`src/cbt_pkg.sv`:
```
// Shared constants, bus carriers and timing types for the bus timing block.
package cbt_pkg;

  // Register byte offsets.
  localparam logic [7:0] CTRL_OFS = 8'h00;
  localparam logic [7:0] TIMING_OFS = 8'h04;
  localparam logic [7:0] INT_OFS = 8'h08;

  // Control register fields.
  localparam int ON_BIT = 15;
  localparam int OPMODE_LSB = 21;
  localparam logic [2:0] OPMODE_CONFIG = 3'h4;
  localparam logic [2:0] OPMODE_RST = 3'h0;

  // Bit timing register fields.
  localparam int WAKEFILT_BIT = 22;
  localparam int P2LEN_LSB = 16;
  localparam int P2SEL_BIT = 15;
  localparam int TRIPLE_BIT = 14;
  localparam int P1LEN_LSB = 11;
  localparam int LOW_W = 11;
  localparam logic [31:0] TIMING_MASK = 32'h0047_FFFF;
  localparam logic [31:0] TIMING_RST = 32'h0000_0000;

  // Information processing time in quanta, and its segment code.
  localparam logic [3:0] IPT_QUANTA = 4'h2;
  localparam logic [2:0] IPT_CODE = 3'h1;

  // Interrupt register fields.
  localparam logic [31:0] INT_MASK = 32'hF80F_F80F;
  localparam logic [15:0] FLAG_MASK = 16'hF80F;
  localparam logic [31:0] INT_RST = 32'h0000_0000;
  localparam int INVALID_FLAG = 15;
  localparam int WAKE_FLAG = 14;
  localparam int SYSERR_FLAG = 12;
  localparam int MODE_FLAG = 3;

  // AXI4-Lite responses.
  localparam logic [1:0] RESP_OKAY = 2'h0;
  localparam logic [1:0] RESP_SLVERR = 2'h2;

  // Wake-up line filter: the line must stay dominant this long.
  localparam int CLK_PERIOD_NS = 10;
  localparam int WAKE_FILT_NS = 50;
  localparam logic [3:0] WAKE_FILT_CYC =
    4'((WAKE_FILT_NS + CLK_PERIOD_NS - 1) / CLK_PERIOD_NS);

  typedef struct packed {
    logic awvalid;
    logic [7:0] awaddr;
    logic wvalid;
    logic [31:0] wdata;
    logic [3:0] wstrb;
    logic bready;
    logic arvalid;
    logic [7:0] araddr;
    logic rready;
  } axi_req_s;

  typedef struct packed {
    logic awready;
    logic wready;
    logic bvalid;
    logic [1:0] bresp;
    logic arready;
    logic rvalid;
    logic [31:0] rdata;
    logic [1:0] rresp;
  } axi_rsp_s;

  typedef struct packed {
    logic wakeFilterEn;
    logic tripleSampleEn;
    logic [3:0] phase1Quanta;
    logic [3:0] phase2Quanta;
    logic [10:0] lowBits;
  } timing_s;

  // Derived timing while the bit timing register holds its reset value.
  localparam timing_s CFG_RST = '{
    wakeFilterEn: 1'b0,
    tripleSampleEn: 1'b0,
    phase1Quanta: 4'h1,
    phase2Quanta: 4'h2,
    lowBits: 11'h000
  };

endpackage

```
`src/cbt_rx_sampler.sv`:
```
// Bus line sampler with triple-sample vote and wake-up line filter.
`timescale 1ns/1ps
module cbt_rx_sampler (
  // Clock and reset
  input wire logic clock,
  input wire logic rstSyncN,
  // Bus line
  input wire logic rxLine,
  input wire logic sampleStrobe,
  // Configuration
  input wire logic tripleEn,
  input wire logic filterEn,
  // Results
  output logic sampledBit,
  output logic wakeEvent
);

  typedef struct packed {
    logic [1:0] hist;
    logic bitOut;
    logic [3:0] lowCnt;
    logic rxPrev;
    logic wake;
  } cbt_samp_s;

  cbt_samp_s s_r;
  cbt_samp_s s_nxt;
  logic vote;

  assign vote = (s_r.hist[1] & s_r.hist[0]) | (s_r.hist[1] & rxLine) |
                (s_r.hist[0] & rxLine);

  always_comb begin
    s_nxt = s_r;
    s_nxt.hist = {s_r.hist[0], rxLine};
    s_nxt.rxPrev = rxLine;
    if (sampleStrobe) begin
      s_nxt.bitOut = tripleEn ? vote : rxLine;
    end
    if (rxLine) begin
      s_nxt.lowCnt = 4'h0;
    end else if (s_r.lowCnt != cbt_pkg::WAKE_FILT_CYC) begin
      s_nxt.lowCnt = s_r.lowCnt + 4'h1;
    end
    // A dominant edge wakes at once; with the filter it must persist.
    if (filterEn) begin
      s_nxt.wake = !rxLine &&
        (s_r.lowCnt == cbt_pkg::WAKE_FILT_CYC - 4'h1);
    end else begin
      s_nxt.wake = s_r.rxPrev && !rxLine;
    end
  end

  always_ff @(posedge clock or negedge rstSyncN) begin
    if (!rstSyncN) begin
      s_r <= '0;
    end else begin
      s_r <= s_nxt;
    end
  end

  assign sampledBit = s_r.bitOut;
  assign wakeEvent = s_r.wake;

  triple_vote_a: assert property (
    @(posedge clock) disable iff (!rstSyncN)
    sampleStrobe && tripleEn |=> sampledBit == $past(vote))
    else $error("triple sample vote wrong");
  single_sample_a: assert property (
    @(posedge clock) disable iff (!rstSyncN)
    sampleStrobe && !tripleEn |=> sampledBit == $past(rxLine))
    else $error("single sample wrong");
  wake_raw_a: assert property (
    @(posedge clock) disable iff (!rstSyncN)
    !filterEn && s_r.rxPrev && !rxLine |=> wakeEvent)
    else $error("unfiltered wake missed");
  wake_filter_a: assert property (
    @(posedge clock) disable iff (!rstSyncN)
    wakeEvent && $past(filterEn) |-> $past(!rxLine, 1) && $past(!rxLine, 5))
    else $error("filtered wake too early");
  triple_seen_c: cover property (@(posedge clock) disable iff (!rstSyncN)
    sampleStrobe && tripleEn);

endmodule

```
`src/cbt_can_cfg_top.sv`:
```
// Bus timing and interrupt register block with an AXI4-Lite slave.
`timescale 1ns/1ps
module cbt_can_cfg_top (
  // Clock and reset
  input wire logic clock,
  input wire logic rstn,
  // Register bus
  input wire cbt_pkg::axi_req_s axiReq,
  output cbt_pkg::axi_rsp_s axiRsp,
  // Bus line
  input wire logic rxLine,
  input wire logic sampleStrobe,
  output logic sampledBit,
  // Events in flag layout, one-cycle pulses
  input wire logic [15:0] eventIn,
  // Configuration and status
  output cbt_pkg::timing_s timingCfg,
  output logic moduleOn,
  output logic [2:0] opMode,
  output logic irq
);

  typedef struct packed {
    logic awHeld;
    logic [7:0] awAddr;
    logic wHeld;
    logic [31:0] wData;
    logic [3:0] wStrb;
    logic bValid;
    logic [1:0] bResp;
    logic rValid;
    logic [7:0] rdAddr;
    logic [31:0] rData;
    logic [1:0] rResp;
    logic [2:0] opMode;
    logic onBit;
    logic [31:0] timing;
    logic [31:0] intReg;
    cbt_pkg::timing_s cfg;
  } cbt_state_s;

  cbt_state_s s_r;
  cbt_state_s s_nxt;
  logic [1:0] rstPipe_r;
  logic rstSyncN;
  logic wrGo;
  logic rdGo;
  logic modeChg;
  logic sysClr;
  logic wakeEvent;
  logic [15:0] clrBits;
  logic [15:0] evtBits;
  logic [15:0] flagNxt;
  logic [15:0] enWord;
  logic [31:0] word;

  // The reset is released through two flops so its removal is clean.
  always_ff @(posedge clock or negedge rstn) begin
    if (!rstn) begin
      rstPipe_r <= 2'h0;
    end else begin
      rstPipe_r <= {rstPipe_r[0], 1'h1};
    end
  end
  assign rstSyncN = rstPipe_r[1];

  function automatic logic [31:0] merge(input logic [31:0] old,
                                        input logic [31:0] data,
                                        input logic [3:0] strb);
    logic [31:0] res;
    res = old;
    for (int b = 0; b < 4; b++) begin
      if (strb[b]) begin
        res[b*8 +: 8] = data[b*8 +: 8];
      end
    end
    return res;
  endfunction

  function automatic logic [31:0] ctrlImage(input logic [2:0] mode,
                                            input logic on);
    logic [31:0] res;
    res = 32'h0000_0000;
    res[cbt_pkg::OPMODE_LSB +: 3] = mode;
    res[cbt_pkg::ON_BIT] = on;
    return res;
  endfunction

  // Phase 2 follows phase 1 or the processing time when not selected.
  function automatic logic [31:0] autoPhase2(input logic [31:0] t);
    logic [31:0] res;
    logic [2:0] p1;
    res = t;
    p1 = t[cbt_pkg::P1LEN_LSB +: 3];
    if (!t[cbt_pkg::P2SEL_BIT]) begin
      res[cbt_pkg::P2LEN_LSB +: 3] =
        (p1 > cbt_pkg::IPT_CODE) ? p1 : cbt_pkg::IPT_CODE;
    end
    return res;
  endfunction

  function automatic cbt_pkg::timing_s derive(input logic [31:0] t);
    cbt_pkg::timing_s res;
    res.wakeFilterEn = t[cbt_pkg::WAKEFILT_BIT];
    res.tripleSampleEn = t[cbt_pkg::TRIPLE_BIT];
    res.phase1Quanta = {1'b0, t[cbt_pkg::P1LEN_LSB +: 3]} + 4'h1;
    res.phase2Quanta = {1'b0, t[cbt_pkg::P2LEN_LSB +: 3]} + 4'h1;
    res.lowBits = t[cbt_pkg::LOW_W-1:0];
    return res;
  endfunction

  assign wrGo = s_r.awHeld && s_r.wHeld && !s_r.bValid;
  assign rdGo = axiReq.arvalid && !s_r.rValid;

  // Write side effects that feed the interrupt flags.
  always_comb begin
    word = merge(32'h0000_0000, s_r.wData, s_r.wStrb);
    modeChg = 1'b0;
    sysClr = 1'b0;
    clrBits = 16'h0000;
    enWord = s_r.intReg[31:16];
    if (wrGo && s_r.awAddr == cbt_pkg::CTRL_OFS) begin
      word = merge(ctrlImage(s_r.opMode, s_r.onBit), s_r.wData, s_r.wStrb);
      modeChg = word[cbt_pkg::OPMODE_LSB +: 3] != s_r.opMode;
      sysClr = s_r.onBit && !word[cbt_pkg::ON_BIT];
    end else if (wrGo && s_r.awAddr == cbt_pkg::INT_OFS) begin
      word = merge(s_r.intReg, s_r.wData, s_r.wStrb);
      enWord = word[31:16] & cbt_pkg::INT_MASK[31:16];
      clrBits = 16'(merge(32'h0000_0000, s_r.wData, s_r.wStrb));
      clrBits[cbt_pkg::SYSERR_FLAG] = 1'b0;
    end
  end

  always_comb begin
    evtBits = eventIn & cbt_pkg::FLAG_MASK;
    evtBits[cbt_pkg::WAKE_FLAG] = eventIn[cbt_pkg::WAKE_FLAG] | wakeEvent;
    evtBits[cbt_pkg::MODE_FLAG] = eventIn[cbt_pkg::MODE_FLAG] | modeChg;
  end

  // Each flag: an event in the clearing cycle wins over the clear.
  for (genvar i = 0; i < 16; i++) begin : gFlag
    if (i == cbt_pkg::SYSERR_FLAG) begin : gSys
      assign flagNxt[i] = evtBits[i] | (s_r.intReg[i] & !sysClr);
    end else begin : gNorm
      assign flagNxt[i] = cbt_pkg::FLAG_MASK[i] &
        (evtBits[i] | (s_r.intReg[i] & !clrBits[i]));
    end
  end

  always_comb begin
    s_nxt = s_r;
    if (axiReq.awvalid && !s_r.awHeld) begin
      s_nxt.awHeld = 1'b1;
      s_nxt.awAddr = axiReq.awaddr;
    end
    if (axiReq.wvalid && !s_r.wHeld) begin
      s_nxt.wHeld = 1'b1;
      s_nxt.wData = axiReq.wdata;
      s_nxt.wStrb = axiReq.wstrb;
    end
    if (s_r.bValid && axiReq.bready) begin
      s_nxt.bValid = 1'b0;
    end
    if (s_r.rValid && axiReq.rready) begin
      s_nxt.rValid = 1'b0;
    end
    if (wrGo) begin
      s_nxt.awHeld = 1'b0;
      s_nxt.wHeld = 1'b0;
      s_nxt.bValid = 1'b1;
      s_nxt.bResp = cbt_pkg::RESP_OKAY;
      case (s_r.awAddr)
        cbt_pkg::CTRL_OFS: begin
          s_nxt.opMode = word[cbt_pkg::OPMODE_LSB +: 3];
          s_nxt.onBit = word[cbt_pkg::ON_BIT];
        end
        cbt_pkg::TIMING_OFS: begin
          if (s_r.opMode == cbt_pkg::OPMODE_CONFIG) begin
            s_nxt.timing = merge(s_r.timing, s_r.wData, s_r.wStrb) &
                           cbt_pkg::TIMING_MASK;
          end
        end
        cbt_pkg::INT_OFS: begin
        end
        default: begin
          s_nxt.bResp = cbt_pkg::RESP_SLVERR;
        end
      endcase
    end
    if (rdGo) begin
      s_nxt.rValid = 1'b1;
      s_nxt.rdAddr = axiReq.araddr;
      s_nxt.rResp = cbt_pkg::RESP_OKAY;
      case (axiReq.araddr)
        cbt_pkg::CTRL_OFS: begin
          s_nxt.rData = ctrlImage(s_r.opMode, s_r.onBit);
        end
        cbt_pkg::TIMING_OFS: begin
          s_nxt.rData = s_r.timing & cbt_pkg::TIMING_MASK;
        end
        cbt_pkg::INT_OFS: begin
          s_nxt.rData = s_r.intReg & cbt_pkg::INT_MASK;
        end
        default: begin
          s_nxt.rData = 32'h0000_0000;
          s_nxt.rResp = cbt_pkg::RESP_SLVERR;
        end
      endcase
    end
    s_nxt.timing = autoPhase2(s_nxt.timing);
    s_nxt.intReg = {enWord, flagNxt};
    s_nxt.cfg = derive(s_nxt.timing);
  end

  always_ff @(posedge clock or negedge rstSyncN) begin
    if (!rstSyncN) begin
      s_r <= '0;
      s_r.opMode <= cbt_pkg::OPMODE_RST;
      s_r.timing <= cbt_pkg::TIMING_RST;
      s_r.intReg <= cbt_pkg::INT_RST;
      s_r.cfg <= cbt_pkg::CFG_RST;
    end else begin
      s_r <= s_nxt;
    end
  end

  cbt_rx_sampler uSampler (
    .clock(clock),
    .rstSyncN(rstSyncN),
    .rxLine(rxLine),
    .sampleStrobe(sampleStrobe),
    .tripleEn(s_r.cfg.tripleSampleEn),
    .filterEn(s_r.cfg.wakeFilterEn),
    .sampledBit(sampledBit),
    .wakeEvent(wakeEvent)
  );

  always_comb begin
    axiRsp.awready = !s_r.awHeld;
    axiRsp.wready = !s_r.wHeld;
    axiRsp.bvalid = s_r.bValid;
    axiRsp.bresp = s_r.bResp;
    axiRsp.arready = !s_r.rValid;
    axiRsp.rvalid = s_r.rValid;
    axiRsp.rdata = s_r.rData;
    axiRsp.rresp = s_r.rResp;
  end

  assign timingCfg = s_r.cfg;
  assign moduleOn = s_r.onBit;
  assign opMode = s_r.opMode;
  assign irq = (s_r.intReg[15:0] & s_r.intReg[31:16]) != 16'h0000;

  cfg_lock_a: assert property (
    @(posedge clock) disable iff (!rstSyncN)
    wrGo && s_r.awAddr == cbt_pkg::TIMING_OFS &&
    s_r.opMode != cbt_pkg::OPMODE_CONFIG |=> $stable(s_r.timing))
    else $error("timing changed outside configuration mode");
  cfg_write_a: assert property (
    @(posedge clock) disable iff (!rstSyncN)
    wrGo && s_r.awAddr == cbt_pkg::TIMING_OFS && s_r.wStrb == 4'hF &&
    s_r.opMode == cbt_pkg::OPMODE_CONFIG && s_r.wData[cbt_pkg::P2SEL_BIT]
    |=> s_r.timing == $past(s_r.wData & cbt_pkg::TIMING_MASK))
    else $error("timing write in configuration mode lost");
  phase2_prog_a: assert property (
    @(posedge clock) disable iff (!rstSyncN)
    s_r.timing[cbt_pkg::P2SEL_BIT] |-> timingCfg.phase2Quanta ==
    {1'b0, s_r.timing[cbt_pkg::P2LEN_LSB +: 3]} + 4'h1)
    else $error("programmed phase 2 length wrong");
  phase2_auto_a: assert property (
    @(posedge clock) disable iff (!rstSyncN)
    !s_r.timing[cbt_pkg::P2SEL_BIT] |-> timingCfg.phase2Quanta ==
    ((timingCfg.phase1Quanta > cbt_pkg::IPT_QUANTA) ?
     timingCfg.phase1Quanta : cbt_pkg::IPT_QUANTA))
    else $error("automatic phase 2 length wrong");
  phase1_len_a: assert property (
    @(posedge clock) disable iff (!rstSyncN)
    timingCfg.phase1Quanta ==
    {1'b0, s_r.timing[cbt_pkg::P1LEN_LSB +: 3]} + 4'h1)
    else $error("phase 1 length wrong");
  invalid_flag_a: assert property (
    @(posedge clock) disable iff (!rstSyncN)
    eventIn[cbt_pkg::INVALID_FLAG] |=> s_r.intReg[cbt_pkg::INVALID_FLAG])
    else $error("invalid message flag not set");
  flag_clear_a: assert property (
    @(posedge clock) disable iff (!rstSyncN)
    wrGo && s_r.awAddr == cbt_pkg::INT_OFS && s_r.wStrb[1] &&
    s_r.wData[cbt_pkg::INVALID_FLAG] && !eventIn[cbt_pkg::INVALID_FLAG]
    |=> !s_r.intReg[cbt_pkg::INVALID_FLAG])
    else $error("invalid message flag not cleared by a one");
  syserr_hold_a: assert property (
    @(posedge clock) disable iff (!rstSyncN)
    s_r.intReg[cbt_pkg::SYSERR_FLAG] && !sysClr
    |=> s_r.intReg[cbt_pkg::SYSERR_FLAG])
    else $error("system error flag cleared without module restart");
  syserr_clear_a: assert property (
    @(posedge clock) disable iff (!rstSyncN)
    sysClr && !eventIn[cbt_pkg::SYSERR_FLAG]
    |=> !s_r.intReg[cbt_pkg::SYSERR_FLAG])
    else $error("system error flag kept after module switched off");
  enable_write_a: assert property (
    @(posedge clock) disable iff (!rstSyncN)
    wrGo && s_r.awAddr == cbt_pkg::INT_OFS && s_r.wStrb == 4'hF
    |=> s_r.intReg[31:16] ==
    $past(s_r.wData[31:16] & cbt_pkg::INT_MASK[31:16]))
    else $error("interrupt enable write lost");
  irq_level_a: assert property (
    @(posedge clock) disable iff (!rstSyncN)
    s_r.intReg[cbt_pkg::INVALID_FLAG] && s_r.intReg[31] |-> irq)
    else $error("interrupt request missing");
  irq_quiet_a: assert property (
    @(posedge clock) disable iff (!rstSyncN)
    s_r.intReg[31:16] == 16'h0000 |-> !irq)
    else $error("interrupt request with every enable clear");
  rd_reserved_a: assert property (
    @(posedge clock) disable iff (!rstSyncN)
    axiRsp.rvalid && s_r.rdAddr == cbt_pkg::INT_OFS
    |-> (axiRsp.rdata & ~cbt_pkg::INT_MASK) == 32'h0000_0000)
    else $error("unimplemented interrupt bits read nonzero");
  rd_timing_a: assert property (
    @(posedge clock) disable iff (!rstSyncN)
    axiRsp.rvalid && s_r.rdAddr == cbt_pkg::TIMING_OFS
    |-> (axiRsp.rdata & ~cbt_pkg::TIMING_MASK) == 32'h0000_0000)
    else $error("unimplemented timing bits read nonzero");
  cfg_write_c: cover property (@(posedge clock) disable iff (!rstSyncN)
    wrGo && s_r.awAddr == cbt_pkg::TIMING_OFS &&
    s_r.opMode == cbt_pkg::OPMODE_CONFIG);
  irq_rise_c: cover property (@(posedge clock) disable iff (!rstSyncN)
    $rose(irq));
  syserr_clear_c: cover property (@(posedge clock) disable iff (!rstSyncN)
    sysClr && s_r.intReg[cbt_pkg::SYSERR_FLAG]);
  wake_flag_c: cover property (@(posedge clock) disable iff (!rstSyncN)
    wakeEvent && s_r.cfg.wakeFilterEn);

endmodule

```
`config.mk`:
```
export PLATFORM = sky130hd
export DESIGN_NAME = cbt_can_cfg_top
export DESIGN_NICKNAME = d
export VERILOG_FILES = /design/src/cbt_pkg.sv /design/src/cbt_rx_sampler.sv /design/src/cbt_can_cfg_top.sv
export SDC_FILE = /design/constraint.sdc
export NUM_CORES = 1
export LEC_CHECK = 0
export CORE_MARGIN = 2
export CORE_UTILIZATION = 60
export DETAILED_ROUTE_END_ITERATION = 10
export DONT_BUFFER_PORTS = 1
export PLACE_DENSITY_LB_ADDON = 0.05
export RECOVER_POWER = 100
export SETUP_SLACK_MARGIN = 0.05
export SYNTH_ARGS = -nofsm -noshare
export SYNTH_HDL_FRONTEND = slang
export SYNTH_HIERARCHICAL = 1
export SYNTH_SLANG_ARGS = --single-unit
```
`constraint.sdc`:
```
create_clock -name clock -period 7.4 [get_ports clock]
set_clock_uncertainty 0.1 [all_clocks]
set_input_delay 0.74 -clock clock [delete_from_list [all_inputs] [get_ports clock]]
set_output_delay 0.74 -clock clock [all_outputs]
set_load 0.1 [all_outputs]
```
==> results <==
- The sequential element share of the synthesized area is between 50% and 60%.
- The most frequent cell after synthesis is dfrtp_1.
- The number of hold-slack violations in the final timing report is 0.
- The net total in the final layout is between 500 and 600.
- The total power density per cell area is 361 nW/um^2.
- For the worst setup path, the data required time is 7.67 ns.
- The H-tree generated during clock tree synthesis spans 4 levels.
- The mapped netlist covers between 6000 and 7000 um^2.
- The cell count after synthesis is roughly 530.
- The tightest min-delay check is of the primary input to flop type.
- The root cell of the clock tree is clkbuf_8.
- The Yosys step of the flow raised 6 warnings.
- The kind of capture point of the worst setup path is a flop.
- The share of post-route cells with drive strength above 1 is 18.6%.
- The total of flip-flops plus latches after synthesis is 134.
- The number of antenna diodes in the final layout is 0.
- The first TritonRoute pass finished after 4 iterations.
- Global routing used between 30% and 40% of the available met1 tracks.
- Counting tap cells, the placed design contains a total of 589 instances.
- The completed layout was analyzed and its total power is ~2.3 mW.
- The fraction of registers with async set or reset after synthesis is 100%.
- For the pin with the worst max-slew slack, the measured transition is approximately 3.2 ns.
- In this run the tightest slew margin relative to its limit is -111%.
- The detail route stage leaves a number of antenna-violating nets equal to 0.
- The total negative setup slack is 0 ns.
- The post-cts resize count is 0.
- The max-cap check violation count is 3.
- The slowest stage of the critical path is the dfrtp_1 cell.
- After synthesis, the netlist uses 51 different library cells.
- The core region is about 9800 um^2.
- Global routing used ~8.5% of the available met3 tracks.
- For this run, the share of the core covered by cells in the final layout is a little under two thirds.
- The later pin in the worst-skew pair is clocked with a latency of ~0.51 ns.
- The floorplan step set the die width to 104 um.
- The flow ran to the end, but the final reports show violations.
- The cell type with the largest total area after synthesis is dfrtp_1.
- The fraction of post-synthesis cell area in the top cell type by area is approximately 55%.
- The final critical-path setup slack is approximately 2.9 ns.
- The maximum net fanout on the critical path is 11.
- Counting flops with a built-in enable in the synthesized netlist gives 0.
- The clock-pin slew on the worst setup and hold paths is around 0.060 ns.
- Global routing used about 36% of the available met2 tracks.
- The critical path goes through nand3b_1, nor4b_1, nand3_1, mux2i_1, inv_1, ha_1, inv_1, a21oi_1, or3_1, and4_1, a21oi_1, a211oi_1, xnor2_1.
- The first-iteration detailed-routing DRC count is 189.
- The via count of the first global-routing pass came to ~3.7k.
- In this run the tool buffered the top-level ports with 0 buffer cells.
- The number of clock buffers added by TritonCTS is 17.
- The number of antenna violations at the first check in global routing is 1.
- The commonest cells after synthesis are 132 x dfrtp_1, 67 x nand2_1, 63 x buf_4, 61 x mux2_2.
- Excluding fillers, the count of instances in the completed layout stands at between 600 and 700.
- The TritonCTS clock tree is built.
- The die is between 100 and 150 um tall.
- After filler insertion, the fill cell instance count of the layout stands at about 800.
- The checks that failed: capacitance limit, slew limit.
- Entering global routing, the biggest net connects 70 pins.
- VDD sags by at most approximately 200 uV.
- The number of placed I/O pins is 145.
- The DRC violation count after routing is 0.
- The multi-input combinational cell area is 2060 um^2.
- In this run the static leakage power is roughly 2.9 nW.
- The longest clock path from root to sink contains 2 buffers.
- The placement row count is 36.
- The sequential cells in the finished layout cover a total of 3360 um^2.
- The placer congestion estimate is 0.817.
- The delay of the slowest critical-path stage is roughly 0.75 ns.
- Global routing used between 20% and 30% of the available tracks across all layers.
- The die area is about 11000 um^2.
- The final number of max-transition violations came to approximately 120.
- The sum of net half-perimeters after detailed placement is approximately 8.6 mm.
- For this run, the leading register cell type out of synthesis is dfrtp_1.
- The initial utilization of the core area, before any placement, comes to a little over 60%.
- The final critical path takes up roughly 61% of the cycle.
- The first-pass GRT wire length is approximately 20 mm.
- Timing analysis after detailed placement gives a worst setup slack of 3.03 ns.
- The synthesis-to-finish area growth is 3.63%.
- The tree built by TritonCTS fans out to 134 sinks.
- The total setup violations reported at the end of the flow is 0.
- For this run the aggregate overflow at the end of global routing stands at 0.
- The average wire per cell in the routed design is between 15 and 20 um.
- Setup repair after global routing left no endpoint under its margin.
- The overall routed net length is 12.2 mm.
- The worst endpoint data arrival time is around 4.8 ns.
- The routing layer with the top usage in global route is met2.
- The final critical path time including I/O delays and setup is about 4.5 ns.
- The number of vias after detailed routing is 3575.
- The synthesized area divided by synthesized cell count is roughly 11 um^2.
- The peak clock frequency supported by timing is ~220 MHz.
- The vias per cell is ~5.7.
- The critical path is of the flop to flop type.
- By area the synthesized netlist is led by dfrtp_1 55%, mux2_2 11%, buf_4 7.8%, nand2_1 4.2%, nand3_1 1.7%.
- The critical path startpoint category is a flop.
stage by stage:
| step | hold slack, ns | cell area [um^2] |
|---|---|---|
| 6_report | 0.152 | 6250 |
| 5_1_grt | 0.128 | 6250 |
| 4_1_cts | 0.134 | 6280 |
| 3_5_place_dp | 0.237 | 5710 |
| 3_3_place_gp | 0.243 | 5710 |
| 2_1_floorplan | 0.231 | 6050 |
worst paths after layout:
kind | start | slack [ns] | end | cells past startpoint
min in group asynchronous | rstn | 0.36 | rstPipe_r[0] | 1
min | rxLine | 0.15 | uSampler/s_nxt[8] | 0
max in group asynchronous | rstPipe_r[1] | 4.33 | s_r[138] | 1
max | axiRsp[38] | 2.90 | timingCfg[13] | 13
min reg2reg | rstPipe_r[0] | 0.26 | rstPipe_r[1] | 0
max reg2reg | axiRsp[38] | 2.90 | timingCfg[13] | 13
state kept, by name, indices dropped and copies added (netlist names), 2 cells and up:
| name | cells |
|---|---|
| axiRsp | 32 |
| s_r | 70 |
| timingCfg | 18 |
| opMode | 3 |
| rstPipe_r | 2 |
| uSampler/s_r | 5 |
repair_timing:
action | in CTS | in global routing
buffers inserted | 0 | 0
hold buffers | 1 | 0
hold endpoints to repair | 2 | 0
logic make-up after synthesis:
logic type / count (synthesis) / share of synthesized area, %
AOI/OAI and AO/OA: 72 / 8.01
xor gates and xnor gates: 7 / 1.02
adders and majority gates: 5 / 1.04
buffers and inverters: 100 / 10.2
DFF: 134 / 55.7
muxes: 70 / 13.0
other: 2 / 0.125
and+or+nand+nor: 137 / 11.0
layout make-up:
type | count | area share [%]
sequential | 134 | 53.7
multi-input combinational | 298 | 32.9
clock buffer | 29 | 8.31
tap | 133 | 2.66
inverter | 21 | 1.26
clock inverter | 3 | 0.681
timing repair buffer | 4 | 0.461
cells in the final DEF (no fill, tap or decap), types with 8 or more instances in the layout:
cell,count
a22oi_1,12
dfrtp_1,132
clkbuf_16,16
nand3_1,21
inv_1,21
mux2_2,60
a21o_1,9
o21ai_0,20
a21oi_1,8
mux2i_1,8
nand2_1,67
nor2_1,18
report_power, final:
part	leakage [nW]	total, mW	switching, mW	internal, mW
Sequential	1.69	1.09	0.216	0.870
Combinational	0.906	0.385	0.228	0.156
Clock	0.273	0.783	0.284	0.499
Total	2.87	2.25	0.728	1.53
critical path: cells and delay by family, from the launching register on:
kind            cells  cell delay (ns)
xor+xnor            1             0.16
flops               1             0.75
compound gates      3             0.52
simple gates        5             1.92
fa+ha+maj           1             0.24
mux                 1             0.46
buf+inv             2             0.23
routing by layer:
layer  vias up  part of all wire [%]
met3         8                   7.3
met5         -                  0.11
met2       122                    48
met1      1805                    44
met4         2                  0.89
li1       1638                     -
No activity file was read; power rests on OpenSTA's default activity.
